## src/scpi_status_defs.svh

```systemverilog
`ifndef SCPI_STATUS_DEFS_SVH
`define SCPI_STATUS_DEFS_SVH
// How it works
// - each status register has five 16-bit parts sharing one bit position per source
// - bit 15 of every part always reads as zero
// - condition follows hardware or lower summary; read-only, never cleared
// - a 0-to-1 condition change sets the event bit if rise filter bit set
// - a 1-to-0 condition change sets the event bit if fall filter bit set
// - rise and fall filters are read/write; reads leave them unchanged
// - event part latches filtered transitions; read returns it then clears it
// - summary bit is the OR of event bits ANDed with enable bits
// - enable part is read/write at any time; reads leave it unchanged
// - each summary bit drives an assigned condition bit one level higher
// - request mask enables the status byte; standard mask enables standard events
// - status byte bit 6 summarises the other bits ANDed with the request mask
// - status byte query and serial poll both return the current status byte
// - a request rises when an enabled status byte bit goes 0 to 1
// - request mask is written by set command and returned by its query
// - bit 2 set on each error queue entry; enabled, each entry requests service
// - bit 3 carries the questionable register summary
// - bit 4 is set while a message waits in the output queue
// - bit 5 carries the standard event summary
// - bit 7 carries the operation register summary
// - standard summary set when an enabled standard event bit rises
`define PART_MSB 15
`define RISE_RESET 16'h7fff
`define FALL_RESET 16'h0000
`define ENABLE_RESET 16'h0000
`define EVENT_RESET 16'h0000
`define SRMASK_RESET 8'h00
`define ESE_RESET 8'h00
`define SBYTE_RESET 8'h00
`define SBYTE_ERRQ 2
`define SBYTE_QUES 3
`define SBYTE_MAV 4
`define SBYTE_ESB 5
`define SBYTE_MSS 6
`define SBYTE_OPER 7
`define SBYTE_REQ_MASK 8'hbc
`endif

```

## src/scpi_status_pkg.sv

```systemverilog
package scpi_status_pkg;
    typedef enum logic [1:0] {
        op_read = 2'h0,
        op_write = 2'h1,
        op_clear = 2'h3
    } op_t;
    typedef enum logic [3:0] {
        tgt_sbyte = 4'h0,
        tgt_srmask = 4'h1,
        tgt_esr = 4'h2,
        tgt_ese = 4'h3,
        tgt_op_cond = 4'h4,
        tgt_op_rise = 4'h5,
        tgt_op_fall = 4'h6,
        tgt_op_event = 4'h7,
        tgt_op_enable = 4'h8,
        tgt_qu_cond = 4'h9,
        tgt_qu_rise = 4'ha,
        tgt_qu_fall = 4'hb,
        tgt_qu_event = 4'hc,
        tgt_qu_enable = 4'hd
    } target_t;
    typedef struct packed {
        logic valid;
        op_t op;
        target_t target;
        logic [15:0] data;
    } cmd_t;
    typedef struct packed {
        logic valid;
        logic [15:0] data;
    } rsp_t;
    typedef struct packed {
        logic [15:0] condition_part;
        logic [15:0] rise_filter_part;
        logic [15:0] fall_filter_part;
        logic [15:0] event_part;
        logic [15:0] enable_part;
    } parts_t;
    // forces the sign bit of a 16-bit part to zero
    function automatic logic [15:0] clip15(input logic [15:0] v);
        return {1'b0, v[14:0]};
    endfunction
endpackage

```

## src/scpi_status_reporting.sv

```systemverilog
`include "scpi_status_defs.svh"
module scpi_status_reporting
    import scpi_status_pkg::*;
(
    input wire logic i_sys_clk,
    input wire logic i_nrst,
    input wire cmd_t i_cmd,
    input wire logic i_serial_poll,
    input wire logic [15:0] i_oper_cond,
    input wire logic [15:0] i_ques_cond,
    input wire logic [7:0] i_std_event,
    input wire logic i_err_not_empty,
    input wire logic i_err_entry,
    input wire logic i_msg_avail,
    output rsp_t o_rsp,
    output logic [7:0] o_sbyte,
    output logic o_srq
);
    logic [7:0] service_request_mask;
    logic [7:0] std_event_part;
    logic [7:0] std_enable_mask;
    parts_t oper_parts;
    parts_t ques_parts;
    wire logic oper_sum;
    wire logic ques_sum;
    wire logic esb;
    wire logic take;
    wire logic clr_all;
    wire logic wr_srmask;
    wire logic wr_ese;
    wire logic rd_esr;
    wire logic [7:0] next_esr;
    wire logic [15:0] rd_data;
    wire rsp_t next_rsp;

    // a command is taken only when no serial poll claims the answer port
    function automatic logic hit(input cmd_t c, input logic tk,
                                 input target_t t, input op_t o);
        return tk && (c.target == t) && (c.op == o);
    endfunction

    assign take = i_cmd.valid & ~i_serial_poll;
    // a clear command empties every event part and the standard events
    assign clr_all = take && (i_cmd.op == op_clear);
    assign wr_srmask = hit(i_cmd, take, tgt_srmask, op_write);
    assign wr_ese = hit(i_cmd, take, tgt_ese, op_write);
    assign rd_esr = hit(i_cmd, take, tgt_esr, op_read);

    // standard events: new pulses win over the read clear
    assign next_esr = (rd_esr | clr_all) ? i_std_event : (std_event_part | i_std_event);
    assign esb = |(std_event_part & std_enable_mask);

    // mask and standard event storage
    always_ff @(posedge i_sys_clk) begin
        if (!i_nrst) begin
            service_request_mask <= `SRMASK_RESET;
            std_enable_mask <= `ESE_RESET;
            std_event_part <= 8'h00;
        end else begin
            std_event_part <= next_esr;
            if (wr_srmask) service_request_mask <= i_cmd.data[7:0];
            if (wr_ese) std_enable_mask <= i_cmd.data[7:0];
        end
    end

    // operation register; its summary lands in status byte bit 7
    scpi_status_reg u_oper (
        .i_sys_clk(i_sys_clk),
        .i_nrst(i_nrst),
        .i_cond(i_oper_cond),
        .i_wr_rise(hit(i_cmd, take, tgt_op_rise, op_write)),
        .i_wr_fall(hit(i_cmd, take, tgt_op_fall, op_write)),
        .i_wr_enable(hit(i_cmd, take, tgt_op_enable, op_write)),
        .i_wdata(i_cmd.data),
        .i_rd_event(hit(i_cmd, take, tgt_op_event, op_read)),
        .i_clr_event(clr_all),
        .o_parts(oper_parts),
        .o_sum(oper_sum)
    );

    // questionable register; its summary lands in status byte bit 3
    scpi_status_reg u_ques (
        .i_sys_clk(i_sys_clk),
        .i_nrst(i_nrst),
        .i_cond(i_ques_cond),
        .i_wr_rise(hit(i_cmd, take, tgt_qu_rise, op_write)),
        .i_wr_fall(hit(i_cmd, take, tgt_qu_fall, op_write)),
        .i_wr_enable(hit(i_cmd, take, tgt_qu_enable, op_write)),
        .i_wdata(i_cmd.data),
        .i_rd_event(hit(i_cmd, take, tgt_qu_event, op_read)),
        .i_clr_event(clr_all),
        .o_parts(ques_parts),
        .o_sum(ques_sum)
    );

    // top of the tree: summaries feed the byte's condition bits
    status_byte_unit u_sbyte (
        .i_sys_clk(i_sys_clk),
        .i_nrst(i_nrst),
        .i_err_not_empty(i_err_not_empty),
        .i_err_entry(i_err_entry),
        .i_ques_sum(ques_sum),
        .i_mav(i_msg_avail),
        .i_esb(esb),
        .i_oper_sum(oper_sum),
        .i_srmask(service_request_mask),
        .o_sbyte(o_sbyte),
        .o_srq(o_srq)
    );

    // read selection; spare targets answer zero, reads of the event parts
    // return the value held before the clear
    assign rd_data =
        (i_cmd.target == tgt_sbyte) ? {8'h00, o_sbyte} :
        (i_cmd.target == tgt_srmask) ? {8'h00, service_request_mask} :
        (i_cmd.target == tgt_esr) ? {8'h00, std_event_part} :
        (i_cmd.target == tgt_ese) ? {8'h00, std_enable_mask} :
        (i_cmd.target == tgt_op_cond) ? oper_parts.condition_part :
        (i_cmd.target == tgt_op_rise) ? oper_parts.rise_filter_part :
        (i_cmd.target == tgt_op_fall) ? oper_parts.fall_filter_part :
        (i_cmd.target == tgt_op_event) ? oper_parts.event_part :
        (i_cmd.target == tgt_op_enable) ? oper_parts.enable_part :
        (i_cmd.target == tgt_qu_cond) ? ques_parts.condition_part :
        (i_cmd.target == tgt_qu_rise) ? ques_parts.rise_filter_part :
        (i_cmd.target == tgt_qu_fall) ? ques_parts.fall_filter_part :
        (i_cmd.target == tgt_qu_event) ? ques_parts.event_part :
        (i_cmd.target == tgt_qu_enable) ? ques_parts.enable_part :
        16'h0000;

    // serial poll and status byte query give the same byte
    assign next_rsp.valid = i_serial_poll | (take && (i_cmd.op == op_read));
    assign next_rsp.data = i_serial_poll ? {8'h00, o_sbyte} : rd_data;

    always_ff @(posedge i_sys_clk) begin
        if (!i_nrst) begin
            o_rsp <= '0;
        end else begin
            o_rsp <= next_rsp;
        end
    end
endmodule

```

## src/scpi_status_reg.sv

```systemverilog
`include "scpi_status_defs.svh"
module scpi_status_reg
    import scpi_status_pkg::*;
(
    input wire logic i_sys_clk,
    input wire logic i_nrst,
    input wire logic [15:0] i_cond,
    input wire logic i_wr_rise,
    input wire logic i_wr_fall,
    input wire logic i_wr_enable,
    input wire logic [15:0] i_wdata,
    input wire logic i_rd_event,
    input wire logic i_clr_event,
    output parts_t o_parts,
    output logic o_sum
);
    logic [15:0] condition_part;
    logic [15:0] rise_filter_part;
    logic [15:0] fall_filter_part;
    logic [15:0] event_part;
    logic [15:0] enable_part;
    wire logic [15:0] cond_now;
    wire logic [15:0] rises;
    wire logic [15:0] falls;
    wire logic [15:0] latched;
    wire logic [15:0] next_event;

    // edges against the previous sample; sign bit forced low at the source
    assign cond_now = clip15(i_cond);
    assign rises = cond_now & ~condition_part & rise_filter_part;
    assign falls = ~cond_now & condition_part & fall_filter_part;
    assign latched = rises | falls;
    // a transition in the read cycle survives the clear
    assign next_event = (i_rd_event | i_clr_event) ? latched : (event_part | latched);
    assign o_sum = |(event_part & enable_part);
    assign o_parts = '{condition_part, rise_filter_part, fall_filter_part,
                       event_part, enable_part};

    // condition has no write path at all, so it cannot be cleared
    always_ff @(posedge i_sys_clk) begin
        if (!i_nrst) begin
            condition_part <= 16'h0000;
            rise_filter_part <= `RISE_RESET;
            fall_filter_part <= `FALL_RESET;
            event_part <= `EVENT_RESET;
            enable_part <= `ENABLE_RESET;
        end else begin
            condition_part <= cond_now;
            event_part <= next_event;
            if (i_wr_rise) rise_filter_part <= clip15(i_wdata);
            if (i_wr_fall) fall_filter_part <= clip15(i_wdata);
            if (i_wr_enable) enable_part <= clip15(i_wdata);
        end
    end
endmodule

```

## src/status_byte_unit.sv

```systemverilog
`include "scpi_status_defs.svh"
module status_byte_unit
    import scpi_status_pkg::*;
(
    input wire logic i_sys_clk,
    input wire logic i_nrst,
    input wire logic i_err_not_empty,
    input wire logic i_err_entry,
    input wire logic i_ques_sum,
    input wire logic i_mav,
    input wire logic i_esb,
    input wire logic i_oper_sum,
    input wire logic [7:0] i_srmask,
    output logic [7:0] o_sbyte,
    output logic o_srq
);
    wire logic [7:0] byte_src;
    wire logic [7:0] armed;
    wire logic mss;
    wire logic [7:0] next_sbyte;
    wire logic next_srq;

    // bits 0, 1 and 6 of the source are tied low; mask drops them too
    assign byte_src = {i_oper_sum, 1'b0, i_esb, i_mav, i_ques_sum,
                       i_err_not_empty | i_err_entry, 2'b00};
    assign armed = byte_src & i_srmask & `SBYTE_REQ_MASK;
    assign mss = |armed;
    assign next_sbyte = {byte_src[7], mss, byte_src[5:0]};
    // edge against the held byte, plus one request per queue entry
    assign next_srq = (|(armed & ~o_sbyte)) |
                      (i_err_entry & i_srmask[`SBYTE_ERRQ]);

    always_ff @(posedge i_sys_clk) begin
        if (!i_nrst) begin
            o_sbyte <= `SBYTE_RESET;
            o_srq <= 1'b0;
        end else begin
            o_sbyte <= next_sbyte;
            o_srq <= next_srq;
        end
    end
endmodule

```

## config.mk

```make
export PLATFORM = sky130hd
export DESIGN_NAME = scpi_status_reporting
export DESIGN_NICKNAME = d
export VERILOG_FILES = /design/src/scpi_status_pkg.sv /design/src/scpi_status_reporting.sv /design/src/scpi_status_reg.sv /design/src/status_byte_unit.sv
export VERILOG_INCLUDE_DIRS = /design/src
export SDC_FILE = /design/constraint.sdc
export NUM_CORES = 1
export LEC_CHECK = 0
export BUFFER_PORTS_ARGS = -buffer_cell sky130_fd_sc_hd__buf_2
export CAP_MARGIN = 20
export CORE_UTILIZATION = 53
export DETAILED_ROUTE_END_ITERATION = 8
export GPL_ROUTABILITY_DRIVEN = 0
export PLACE_DENSITY = 0.73
export REMOVE_ABC_BUFFERS = 1
export SLEW_MARGIN = 5
export SYNTH_ARGS = -nofsm -noshare
export SYNTH_HDL_FRONTEND = slang
export SYNTH_SLANG_ARGS = --single-unit
```

## constraint.sdc

```tcl
create_clock -name i_sys_clk -period 1.6 [get_ports i_sys_clk]
set_input_delay 0.32 -clock i_sys_clk [delete_from_list [all_inputs] [get_ports i_sys_clk]]
set_output_delay 0.32 -clock i_sys_clk [all_outputs]
set_load 0.02 [all_outputs]
```

* Word-level counts from Yosys, hierarchy flattened
Cells that the tools add are included.
** Operators by class
- Equality and inequality tests :: 15
- Muxes and demuxes :: 18
- Bitwise operators :: 33
- Reduce and logical (&&, ||, !) cells :: 32
** Operators by type and width (number)
- 16-bit two-way mux :: 11
- 16-bit by 15-bit AND with 16-bit output :: 6
- 16-bit bitwise OR :: 4
- 8-bit two-way mux :: 6
- 15-bit by 16-bit AND with 16-bit output :: 2
- 16-bit AND :: 2
- 15-bit inverter with 16-bit output :: 2
- 16-bit inverter :: 2
- 16-bit OR reduction :: 2
- 8-bit AND :: 3
- 4-bit equality test, second input constant :: 6
- 1-bit logical AND :: 24
- 4-bit by 3-bit equality test with 1-bit output, second input constant :: 4
- 8-bit OR reduction :: 2
- 15-bit two-way mux :: 1
- 4-bit by 2-bit equality test with 1-bit output, second input constant :: 2
- 8-bit inverter :: 1
- 8-bit bitwise OR :: 1
- 1-bit bitwise OR :: 6
- 6-bit OR reduction :: 1
- 5-bit OR reduction :: 1
- 4-bit by 1-bit equality test with 1-bit output, second input constant :: 1
- 4-bit logical NOT :: 1
- 1-bit AND :: 2
- other kinds (4) :: 5
** Storage, ports and cells
- Register bits after elaboration :: 204
- Word-level logic and storage cells :: 119

* Depth between registers and ports, before layout
Gate-level depths: netlist (run 1).
- Word-level depth :: 16
- Mapped depth :: 9
- Mapped depth without buffers :: 5

* Modules after synthesis
From an unflattened synthesis (run 1), not the netlist that was laid out.
** Second synthesis, totals
- Cells, all modules :: 1043
- Area, all modules :: 9755.6 µm²
** Modules (own cells, without submodules)
- scpi_status_reg :: instances 2, cells each 271, area an instance 2937.8 µm², seq. area each 1501.4 µm²
- scpi_status_reporting :: instances 1, cells each 474, area an instance 3617.2 µm², seq. area each 820.8 µm²
- status_byte_unit :: instances 1, cells each 27, area an instance 262.8 µm², seq. area each 140.1 µm²

* Worst setup path before layout (run 1)
OpenSTA, ideal clock, no wires.
- Path kind :: input-to-reg
- From :: in i_cmd[18] (netlist bit)
- To :: reg u_ques.event_part[10]
- Data arrival time :: 1.567 ns
- Path slack :: -0.082 ns
- Stages :: 7
- Buffers on the path :: 2
- Cell sequence :: buf_4 > or3b_2 > nor3_1 > o21ai_1 > buf_2 > a21oi_1 > nor2b_1
** Between the ends
- Cells in the longest elaborated chain, start to end :: 5
** Ends and longest elaborated chain
- start: declaration :: RTL line scpi_status_reporting.sv:7 : input wire cmd_t i_cmd,
- 4-bit equality test :: RTL line scpi_status_reporting.sv:39 : return tk && (c.target == t) && (c.op == o);
- 1-bit logical AND (2 in series) :: RTL line scpi_status_reporting.sv:39
- 1-bit bitwise OR :: RTL line scpi_status_reg.sv:34 : assign next_event = (i_rd_event | i_clr_event) ? latched : (event_part | latched);
- 16-bit two-way mux :: RTL line scpi_status_reg.sv:34
- end signal: assignment :: RTL line scpi_status_reg.sv:45 : event_part <= `EVENT_RESET;
- end signal: assignment :: RTL line scpi_status_reg.sv:49 : event_part <= next_event;
- end: declaration :: RTL line scpi_status_reg.sv:20 : logic [15:0] event_part;
Every way passes these cells.
A chain may end at the register's enable or synchronous reset.

* Worst setup path after layout (run 1)
- From :: reg u_ques.enable_part[10]
- To :: reg u_sbyte.o_srq
** Between the ends
- Cells in the longest elaborated chain, start to end :: 6
** Ends and longest elaborated chain
- start: declaration :: RTL line scpi_status_reg.sv:21 : logic [15:0] enable_part;
- start signal: assignment :: RTL line scpi_status_reg.sv:46 : enable_part <= `ENABLE_RESET;
- start signal: assignment :: RTL line scpi_status_reg.sv:52 : if (i_wr_enable) enable_part <= clip15(i_wdata);
- 16-bit by 15-bit AND with 16-bit output :: RTL line scpi_status_reg.sv:35 : assign o_sum = |(event_part & enable_part);
- 16-bit OR reduction :: RTL line scpi_status_reg.sv:35
- 8-bit AND :: RTL line status_byte_unit.sv:26 : assign armed = byte_src & i_srmask & `SBYTE_REQ_MASK;
- 8-bit AND :: RTL line status_byte_unit.sv:30 : assign next_srq = (|(armed & ~o_sbyte)) |
- 8-bit OR reduction :: RTL line status_byte_unit.sv:30
- 1-bit bitwise OR :: RTL line status_byte_unit.sv:30
- end signal: assignment :: RTL line status_byte_unit.sv:39 : o_srq <= next_srq;
- end: declaration :: RTL line status_byte_unit.sv:15 : output logic o_srq
Every way passes these cells.

==> flow_summary.json, run 1 <==
{
  "htreeDepth": 4,
  "avgRoutedWirePerCell_um": 20.6,
  "clock_latency_ns": 0.44,
  "tightestPinTransition_ns": 0.588,
  "reg2reg_depth": 5,
  "drt_iter0_drc": 1288,
  "drive_gt1_share_pct": 22.9,
  "crit_path_end_kind": "flip-flop",
  "power_density_nw_per_um2": 908,
  "hold_viol": 0,
  "leakage_nw": 4.62,
  "synth_xor_area_share_pct": 0,
  "critical_path.slowest_cell": "a222oi_1",
  "max_stage_delay_ns": 0.40,
  "drt_wl_total_um": 31500,
  "io_pins": 95,
  "clk_transition_reported_paths_ns": 0.07,
  "clock_skew_ns": 0.00882,
  "relSlewSlack_pct": 60.8,
  "cts_tree": "done",
  "drc": 0,
  "nets": 1363,
  "grt_pass1_wl_um": 47900,
  "hp-class": "primary input to flip-flop",
  "cts_root_buf": "clkbuf_16",
  "post_drt_via_cell_ratio": 6.08,
  "crit_chain": "a222oi_1, nand3_1, nor2_1, nor3b_1, o31a_1",
  "track_usage_pct": 34.8,
  "synth_edf_count": 0,
  "synth_top_family_by_area": "simple AND/OR/NAND/NOR gates",
  "grt_start_max_net_pins": 149,
  "ys_seq_area_share_pct": 42.1,
  "max_cap_viol_count": 0,
  "clock.fmax_mhz": 569,
  "vias": 9296,
  "finalCriticalPeriod_ns": 1.76,
  "reg2reg_to": "u_sbyte.o_srq",
  "cts.sinks": 198,
  "core_area_um2": 17300,
  "grt_overflow": 0,
  "whs_ns": 0.0941,
  "drtPass1Iterations": 6,
  "crit_cells": 5,
  "power_mw": 10.5,
  "violations": "negative setup slack",
  "cts.path.max_buffers": 2,
  "antenna_left": 0,
  "diodes": 0,
  "final_common_cell": "nand2_1",
  "yosys_warnings": 0,
  "crit_family": "compound AO/OA/AOI/OAI gates",
  "synth_flop_cell": "dfxtp_1",
  "setup_ws_ns": -0.156,
  "worstPathArrival_ns": 2.08,
  "synth_compound_area_share_pct": 21.6,
  "reg2reg_slack_ns": -0.16,
  "synth-adder-area-share_pct": 0,
  "cts_hold_buf": 0,
  "numCtsBuffers": 17,
  "crit_start": "u_ques.enable_part[10]",
  "row_count": 48,
  "dieArea_um2": 18300,
  "drv_slew": 0,
  "final_cell_mix": "nand2_1 (212), dfxtp_1 (196), buf_4 (126)",
  "finalSetupTns_ns": -0.290,
  "start_util_pct": 54.5,
  "die_w_um": 135,
  "ys_seq_elements": 198,
  "grt_setup_unrepaired": "true",
  "synth_mux_area_share_pct": 4.89,
  "crit_type": "flip-flop to flip-flop",
  "endpoint": "u_sbyte.o_srq",
  "syn_area_per_cell_um2": 8.39,
  "die_y_um": 135,
  "antenna_found_initial": 0,
  "yosys.area_share.simple_pct": 26.7,
  "async_reset_ff_share_pct": 0,
  "finish.instance_area_um2": 11600,
  "cp-start-kind": "flip-flop",
  "dp_hpwl_um": 22900,
  "cp.required_ns": 1.92,
  "status": "finished with violations",
  "grt_pass1_vias": 8550,
  "syn_inst": 1123,
  "crit_buf_inv": 0,
  "synthToLayoutAreaGrowth_pct": 23.2,
  "port_buffers": 89,
  "syn-cell-area_um2": 9420,
  "nFillCells": 1434,
  "dpl_cell_area_um2": 11000,
  "fin_crit_sh_pct": 110,
  "synth_cell_type_count": 71,
  "cp_max_fo": 3,
  "setup_viol": 4,
  "ir_drop_uv": 803,
  "r2r-start": "u_ques.enable_part[10]"
}
[what timing repair did]
| item | 4_1_cts | 5_1_grt |
|---|---|---|
| resized for setup | 3 | 14 |
| setup endpoints to repair | 2 | 26 |
| pin swaps | 4 | 5 |
| buffers inserted | 1 | 0 |
[worst min-delay path by stage]
| stage | to | startpoint | slack [ns] | cells after the start |
|---|---|---|---|---|
| floorplan | u_oper.rise_filter_part[0] | i_nrst | 0.39 | 1 |
| global placement | u_oper.enable_part[11] | u_oper.enable_part[11] | 0.46 | 2 |
| detailed placement | u_oper.enable_part[11] | u_oper.enable_part[11] | 0.47 | 2 |
| CTS | u_sbyte.o_sbyte[2] | i_err_not_empty | 0.09 | 2 |
| global route | u_oper.condition_part[13] | i_oper_cond[13] | 0.1 | 2 |
| finish | u_sbyte.o_sbyte[2] | i_err_not_empty | 0.09 | 2 |
[power breakdown]
| group | internal (mW) | switching [mW] |
|---|---|---|
| sequential | 5.08 | 0.135 |
| clock | 2.16 | 1.84 |
| combinational | 0.589 | 0.729 |
| total | 7.83 | 2.71 |
[metal layers]
layer,vias to the layer above,GRT usage [%],share of wire (%)
met5,-,0,0
met4,0,14.7,3.5
li1,4299,-,-
met1,4347,46.4,42
met2,565,54.0,44
met3,85,8.01,10
[through the flow]
step                cells  setup slack [ns]  utilization, %
CTS                  1529           -0.0237            66.7
detailed placement   1499            -0.412            63.6
floorplan            1045            -0.238               -
finish               1529            -0.156            67.1
global placement     1499            -0.437            63.6
global route         1529            -0.117            67.1
[sequential cells by signal (all words and copies together), names as in the netlist]
signal and cells:
o_rsp 17, u_oper.condition_part 15, u_oper.enable_part 15, u_oper.event_part 15
u_oper.fall_filter_part 15, u_oper.rise_filter_part 15, u_ques.condition_part 15, u_ques.enable_part 15
u_ques.event_part 15, u_ques.fall_filter_part 15, u_ques.rise_filter_part 15, service_request_mask 8
std_enable_mask 8, std_event_part 8, u_sbyte.o_sbyte 6, u_sbyte.o_srq 1
[Yosys cell counts, types with 34 or more instances]
cell type | count | area share (%)
and2_1 | 35 | 2.3
nor2b_1 | 81 | 5.4
mux2i_1 | 37 | 3.9
nand3_1 | 37 | 2.0
a21oi_1 | 73 | 3.9
dfxtp_1 | 198 | 42
clkbuf_1 | 36 | 1.4
o21ai_0 | 57 | 3.0
a21boi_0 | 36 | 2.9
nand3b_1 | 34 | 2.7
nand2_1 | 212 | 8.4
[cell families (layout without fill, tap and decap cells)]
kind of cell / Yosys count / after routing
compound gates: 308 / 308
buf+inv: 90 / 269
flops: 198 / 198
mux: 44 / 44
other cells: 1 / 3
simple gates: 482 / 482
[final cells by class]
class,instances,area [µm²],share of cell area (%)
repair buffers,230,1710,14.7
flip-flops and latches,198,3970,34.2
well taps,225,282,2.43
clock buffers,21,450,3.88
multi-input cells,837,5080,43.8
clock inverters,8,77.6,0.668
inverters,10,37.5,0.323
Note: power is estimated with default switching activity, not from simulation.
==> run 2: changes to the inputs <==
CORE_UTILIZATION = 37   (was 53)
PLACE_DENSITY = 0.59   (was 0.73)
==> flow_summary.json, run 2 (synthesized netlist as in run 1, its figures left out) <==
{
  "max_cap_viol_count": 0,
  "crit_path_end_kind": "flip-flop",
  "drtPass1Iterations": 5,
  "track_usage_pct": 26.2,
  "drive_gt1_share_pct": 24.9,
  "clock_latency_ns": 0.44,
  "numCtsBuffers": 17,
  "fin_util_pct": 47.8,
  "grt_pass1_wl_um": 51600,
  "tightestPinTransition_ns": 0.604,
  "crit_type": "flip-flop to flip-flop",
  "io_pins": 95,
  "dieArea_um2": 26100,
  "hp-class": "primary input to flip-flop",
  "leakage_nw": 4.75,
  "grt_start_max_net_pins": 143,
  "diodes": 0,
  "synthToLayoutAreaGrowth_pct": 27.5,
  "whs_ns": 0.0933,
  "cp-start-kind": "flip-flop",
  "cts_setup_buffers": 0,
  "antenna_left": 0,
  "antenna_found_initial": 0,
  "cp.required_ns": 1.94,
  "cts.path.max_buffers": 2,
  "row_count": 58,
  "dp_hpwl_um": 25200,
  "vias": 9166,
  "drc": 0,
  "grt_overflow": 0,
  "fin_crit_sh_pct": 104,
  "hold_viol": 0,
  "drt_iter0_drc": 965,
  "finalCriticalPeriod_ns": 1.67,
  "post_drt_via_cell_ratio": 5.54,
  "worstPathArrival_ns": 2.01,
  "status": "finished with violations",
  "grt_pass1_vias": 8637,
  "setup_viol": 2,
  "htreeDepth": 4,
  "relSlewSlack_pct": 59.8,
  "start_util_pct": 37.5,
  "power_density_nw_per_um2": 910,
  "cp_max_fo": 2,
  "die_w_um": 162,
  "violations": "negative setup slack",
  "nets": 1381,
  "die_y_um": 162,
  "largest_register_ffs": 17,
  "final_common_cell": "nand2_1",
  "setup_ws_ns": -0.0700,
  "drt_wl_total_um": 33800,
  "grt_setup_unrepaired": "true",
  "final_cell_mix": "nand2_1 (212), dfxtp_1 (197), buf_4 (142)",
  "ir_drop_uv": 534,
  "clock.fmax_mhz": 599,
  "avgRoutedWirePerCell_um": 20.4,
  "cts.sinks": 198,
  "drv_slew": 0,
  "clk_transition_reported_paths_ns": 0.08,
  "power_mw": 10.9,
  "cts_tree": "done",
  "core_area_um2": 25100,
  "clock_skew_ns": 0.00890,
  "port_buffers": 89,
  "regMostFlops": "o_rsp",
  "cts_root_buf": "clkbuf_16",
  "finalSetupTns_ns": -0.137
}
-- run 2: changes by cell type in the layout (fill, tap and decap cells not counted), moves of 3 or more --
| cell | delta |
|---|---|
| buf_12 | +3 |
| buf_4 | +16 |
| clkbuf_1 | -3 |
| clkinv_4 | +3 |
| nor3b_1 | +3 |
| nor3b_2 | -3 |
| o2bb2ai_1 | -4 |
| o2bb2ai_2 | +4 |
-- run 2: final timing paths --
path / start / endpoint / slack [ns] / cells after the start
setup / recovery: u_ques.event_part[10] / u_sbyte.o_sbyte[6] / -0.07 / 5
hold / removal: i_err_not_empty / u_sbyte.o_sbyte[2] / 0.09 / 2
setup reg to reg: u_ques.event_part[10] / u_sbyte.o_sbyte[6] / -0.07 / 5
hold reg to reg: u_oper.enable_part[13] / u_oper.enable_part[13] / 0.48 / 2
-- run 2: worst max-delay path, stage by stage, from the launching register on --
cell	delay, ns
dfxtp_1	0.34
a222oi_1	0.46
nand3_2	0.26
o21ai_1	0.18
o21ai_1	0.13
o21a_1	0.19
-- run 2: layout make-up --
cell class | instances | area, µm²
Fill cell | 2459 | 13100
Multi-Input combinational cell | 837 | 5120
Sequential cell | 198 | 3970
Timing Repair Buffer | 248 | 1890
Clock buffer | 18 | 439
Tap cell | 330 | 413
Clock inverter | 14 | 140
Inverter | 10 | 37.5
-- run 2: power by group --
group	switching [mW]	internal [mW]
registers	0.134	5.07
logic	0.754	0.630
clock network	2.10	2.23
total	2.99	7.93
-- run 2: through the flow --
stage | instances | instance area [µm²] | setup slack, ns
6_report | 1655 | 12000 | -0.0700
4_1_cts | 1655 | 11900 | -0.00565
3_5_place_dp | 1623 | 11300 | -0.524
5_1_grt | 1655 | 12000 | -0.126
2_1_floorplan | 1045 | 9020 | -0.238
3_3_place_gp | 1623 | 11300 | -0.531
-- run 2: metal layers --
layer	global-route usage [%]	part of all wire [%]	vias up	wire [µm]
li1	-	-	4339	-
met1	35.9	44	4391	15000
met2	40.9	45	397	15200
met3	5.26	8.7	39	2930
met4	8.49	2.0	0	693
met5	0	0	-	0
-- run 2: timing repair --
action,CTS,global route
resized for setup,10,17
cloned,0,0
endpoints found under the setup margin,5,38
hold buffers,0,0
pin swaps,4,4
hold endpoints to repair,0,0
==> run 3: changes to the inputs <==
==> constraint.sdc (replaced) <==
create_clock -name i_sys_clk -period 1.6 [get_ports i_sys_clk]
set_input_delay 0.24 -clock i_sys_clk [delete_from_list [all_inputs] [get_ports i_sys_clk]]
set_output_delay 0.24 -clock i_sys_clk [all_outputs]
set_load 0.02 [all_outputs]
==> flow_summary.json, run 3 (synthesized netlist as in run 1, its figures left out) <==
{
  "status": "finished with violations",
  "violations": "negative setup slack",
  "numCtsBuffers": 17,
  "hp-class": "primary input to flip-flop",
  "regMostFlops": "o_rsp",
  "drive_gt1_share_pct": 24.6,
  "crit_type": "flip-flop to flip-flop",
  "cts_hold_buf": 0,
  "drt_wl_total_um": 33700,
  "worstHoldStart": "i_err_not_empty",
  "hold_viol": 0,
  "whs_ns": 0.0186,
  "setup_ws_ns": -0.0263,
  "cts_root_buf": "clkbuf_16",
  "max_cap_viol_count": 0,
  "power_frac_comb_pct": 12.2,
  "nets": 1384,
  "final_cell_mix": "nand2_1 (212), dfxtp_1 (197), buf_4 (144)",
  "dp_hpwl_um": 25200,
  "grt_overflow": 0,
  "worstPathArrival_ns": 1.95,
  "grt_pass1_vias": 8668,
  "crit_start": "u_oper.event_part[6]",
  "grt_pass1_wl_um": 51700,
  "final_cells": 1658,
  "track_usage_pct": 26.2,
  "cts.sinks": 198,
  "clock_latency_ns": 0.44,
  "cp.required_ns": 1.92,
  "final_common_cell": "nand2_1",
  "drt_iter0_drc": 941,
  "p_int_mw": 8.41,
  "fin_crit_sh_pct": 102,
  "seq_power_share_pct": 46.2,
  "start_util_pct": 37.5,
  "io_pins": 95,
  "tightestPinTransition_ns": 0.596,
  "die_y_um": 162,
  "dpl_worst_slack_ns": -0.432,
  "largest_register_ffs": 17,
  "crit_path_end_kind": "flip-flop",
  "reg2reg_depth": 7,
  "post_drt_via_cell_ratio": 5.54,
  "drtPass1Iterations": 9,
  "port_buffers": 89,
  "dieArea_um2": 26100,
  "antenna_left": 0,
  "cp-start-kind": "flip-flop",
  "cts.path.max_buffers": 2,
  "finalCriticalPeriod_ns": 1.63,
  "cp_max_fo": 3,
  "setup_viol": 2,
  "clockPowerShare_pct": 41.6,
  "sw_frac_of_total_pct": 25.4,
  "core_area_um2": 25100,
  "cts_tree": "done",
  "drc": 0,
  "row_count": 58,
  "hold_depth": 2,
  "grt_setup_unrepaired": "true",
  "clock_skew_ns": 0.0113,
  "htreeDepth": 4,
  "antenna_found_initial": 0,
  "leakage_nw": 4.79,
  "relSlewSlack_pct": 60.3,
  "avgRoutedWirePerCell_um": 20.3,
  "clock.fmax_mhz": 615,
  "die_w_um": 162,
  "r2r-start": "u_oper.event_part[6]",
  "synthToLayoutAreaGrowth_pct": 27.9,
  "drv_slew": 0,
  "switching_power_mw": 2.86,
  "grt_start_max_net_pins": 143,
  "ir_drop_uv": 553,
  "dp.cells": 1622,
  "vias": 9184,
  "clk_transition_reported_paths_ns": 0.07,
  "diodes": 0,
  "power_density_nw_per_um2": 936
}
## run 3: per-layer routing
metal	track usage [%]	part of all wire, %
met1	37.0	45
met2	39.8	44
met3	4.37	7.8
met4	9.86	2.9
met5	0	0
## run 3: layout make-up
type | instances | area, µm²
clock inverters | 11 | 170
inverters | 10 | 37.5
fillers | 2521 | 13100
repair buffers | 251 | 1900
well taps | 330 | 413
flip-flops and latches | 198 | 3970
clock buffers | 21 | 460
multi-input cells | 837 | 5100
## run 3: worst paths after layout
kind	slack, ns	end
setup / recovery	-0.03	u_sbyte.o_srq
hold / removal	0.02	u_sbyte.o_sbyte[2]
setup reg to reg	-0.03	u_sbyte.o_srq
hold reg to reg	0.48	u_oper.fall_filter_part[8]
## run 3: power groups by stage
stage                     Sequential, mW  Combinational, mW  Clock [mW]
after floorplan                     5.29              0.517           0
after global placement              5.32               1.32           0
after detailed placement            5.32               1.34           0
after CTS                           5.20               1.34        4.75
after global routing                5.22               1.48        4.97
final                               5.21               1.38        4.69
## run 3: timing repair
item	CTS	global route
buffers inserted	2	2
gates resized for setup	4	14
pin swaps	3	1
endpoints found under the setup margin	2	14
## run 3: critical path, cell delays in order (launching register included)
cell,delay (ns)
dfxtp_1,0.34
a22oi_2,0.26
buf_4,0.15
nand2_1,0.08
nor3_2,0.18
buf_4,0.16
nor3b_1,0.05
o31a_1,0.30
## run 3: metrics by stage
stage / TNS [ns] / util [%] / instance area (µm²) / power [mW]
6_report: -0.0273 / 48.0 / 12000 / 11.3
5_1_grt: -0.255 / 48.0 / 12000 / 11.7
4_1_cts: -0.0445 / 47.7 / 12000 / 11.3
3_5_place_dp: -33.95 / 45.0 / 11300 / 6.65
3_3_place_gp: -32.22 / 45.0 / 11300 / 6.64
2_1_floorplan: -2.37 / - / 9020 / 5.81
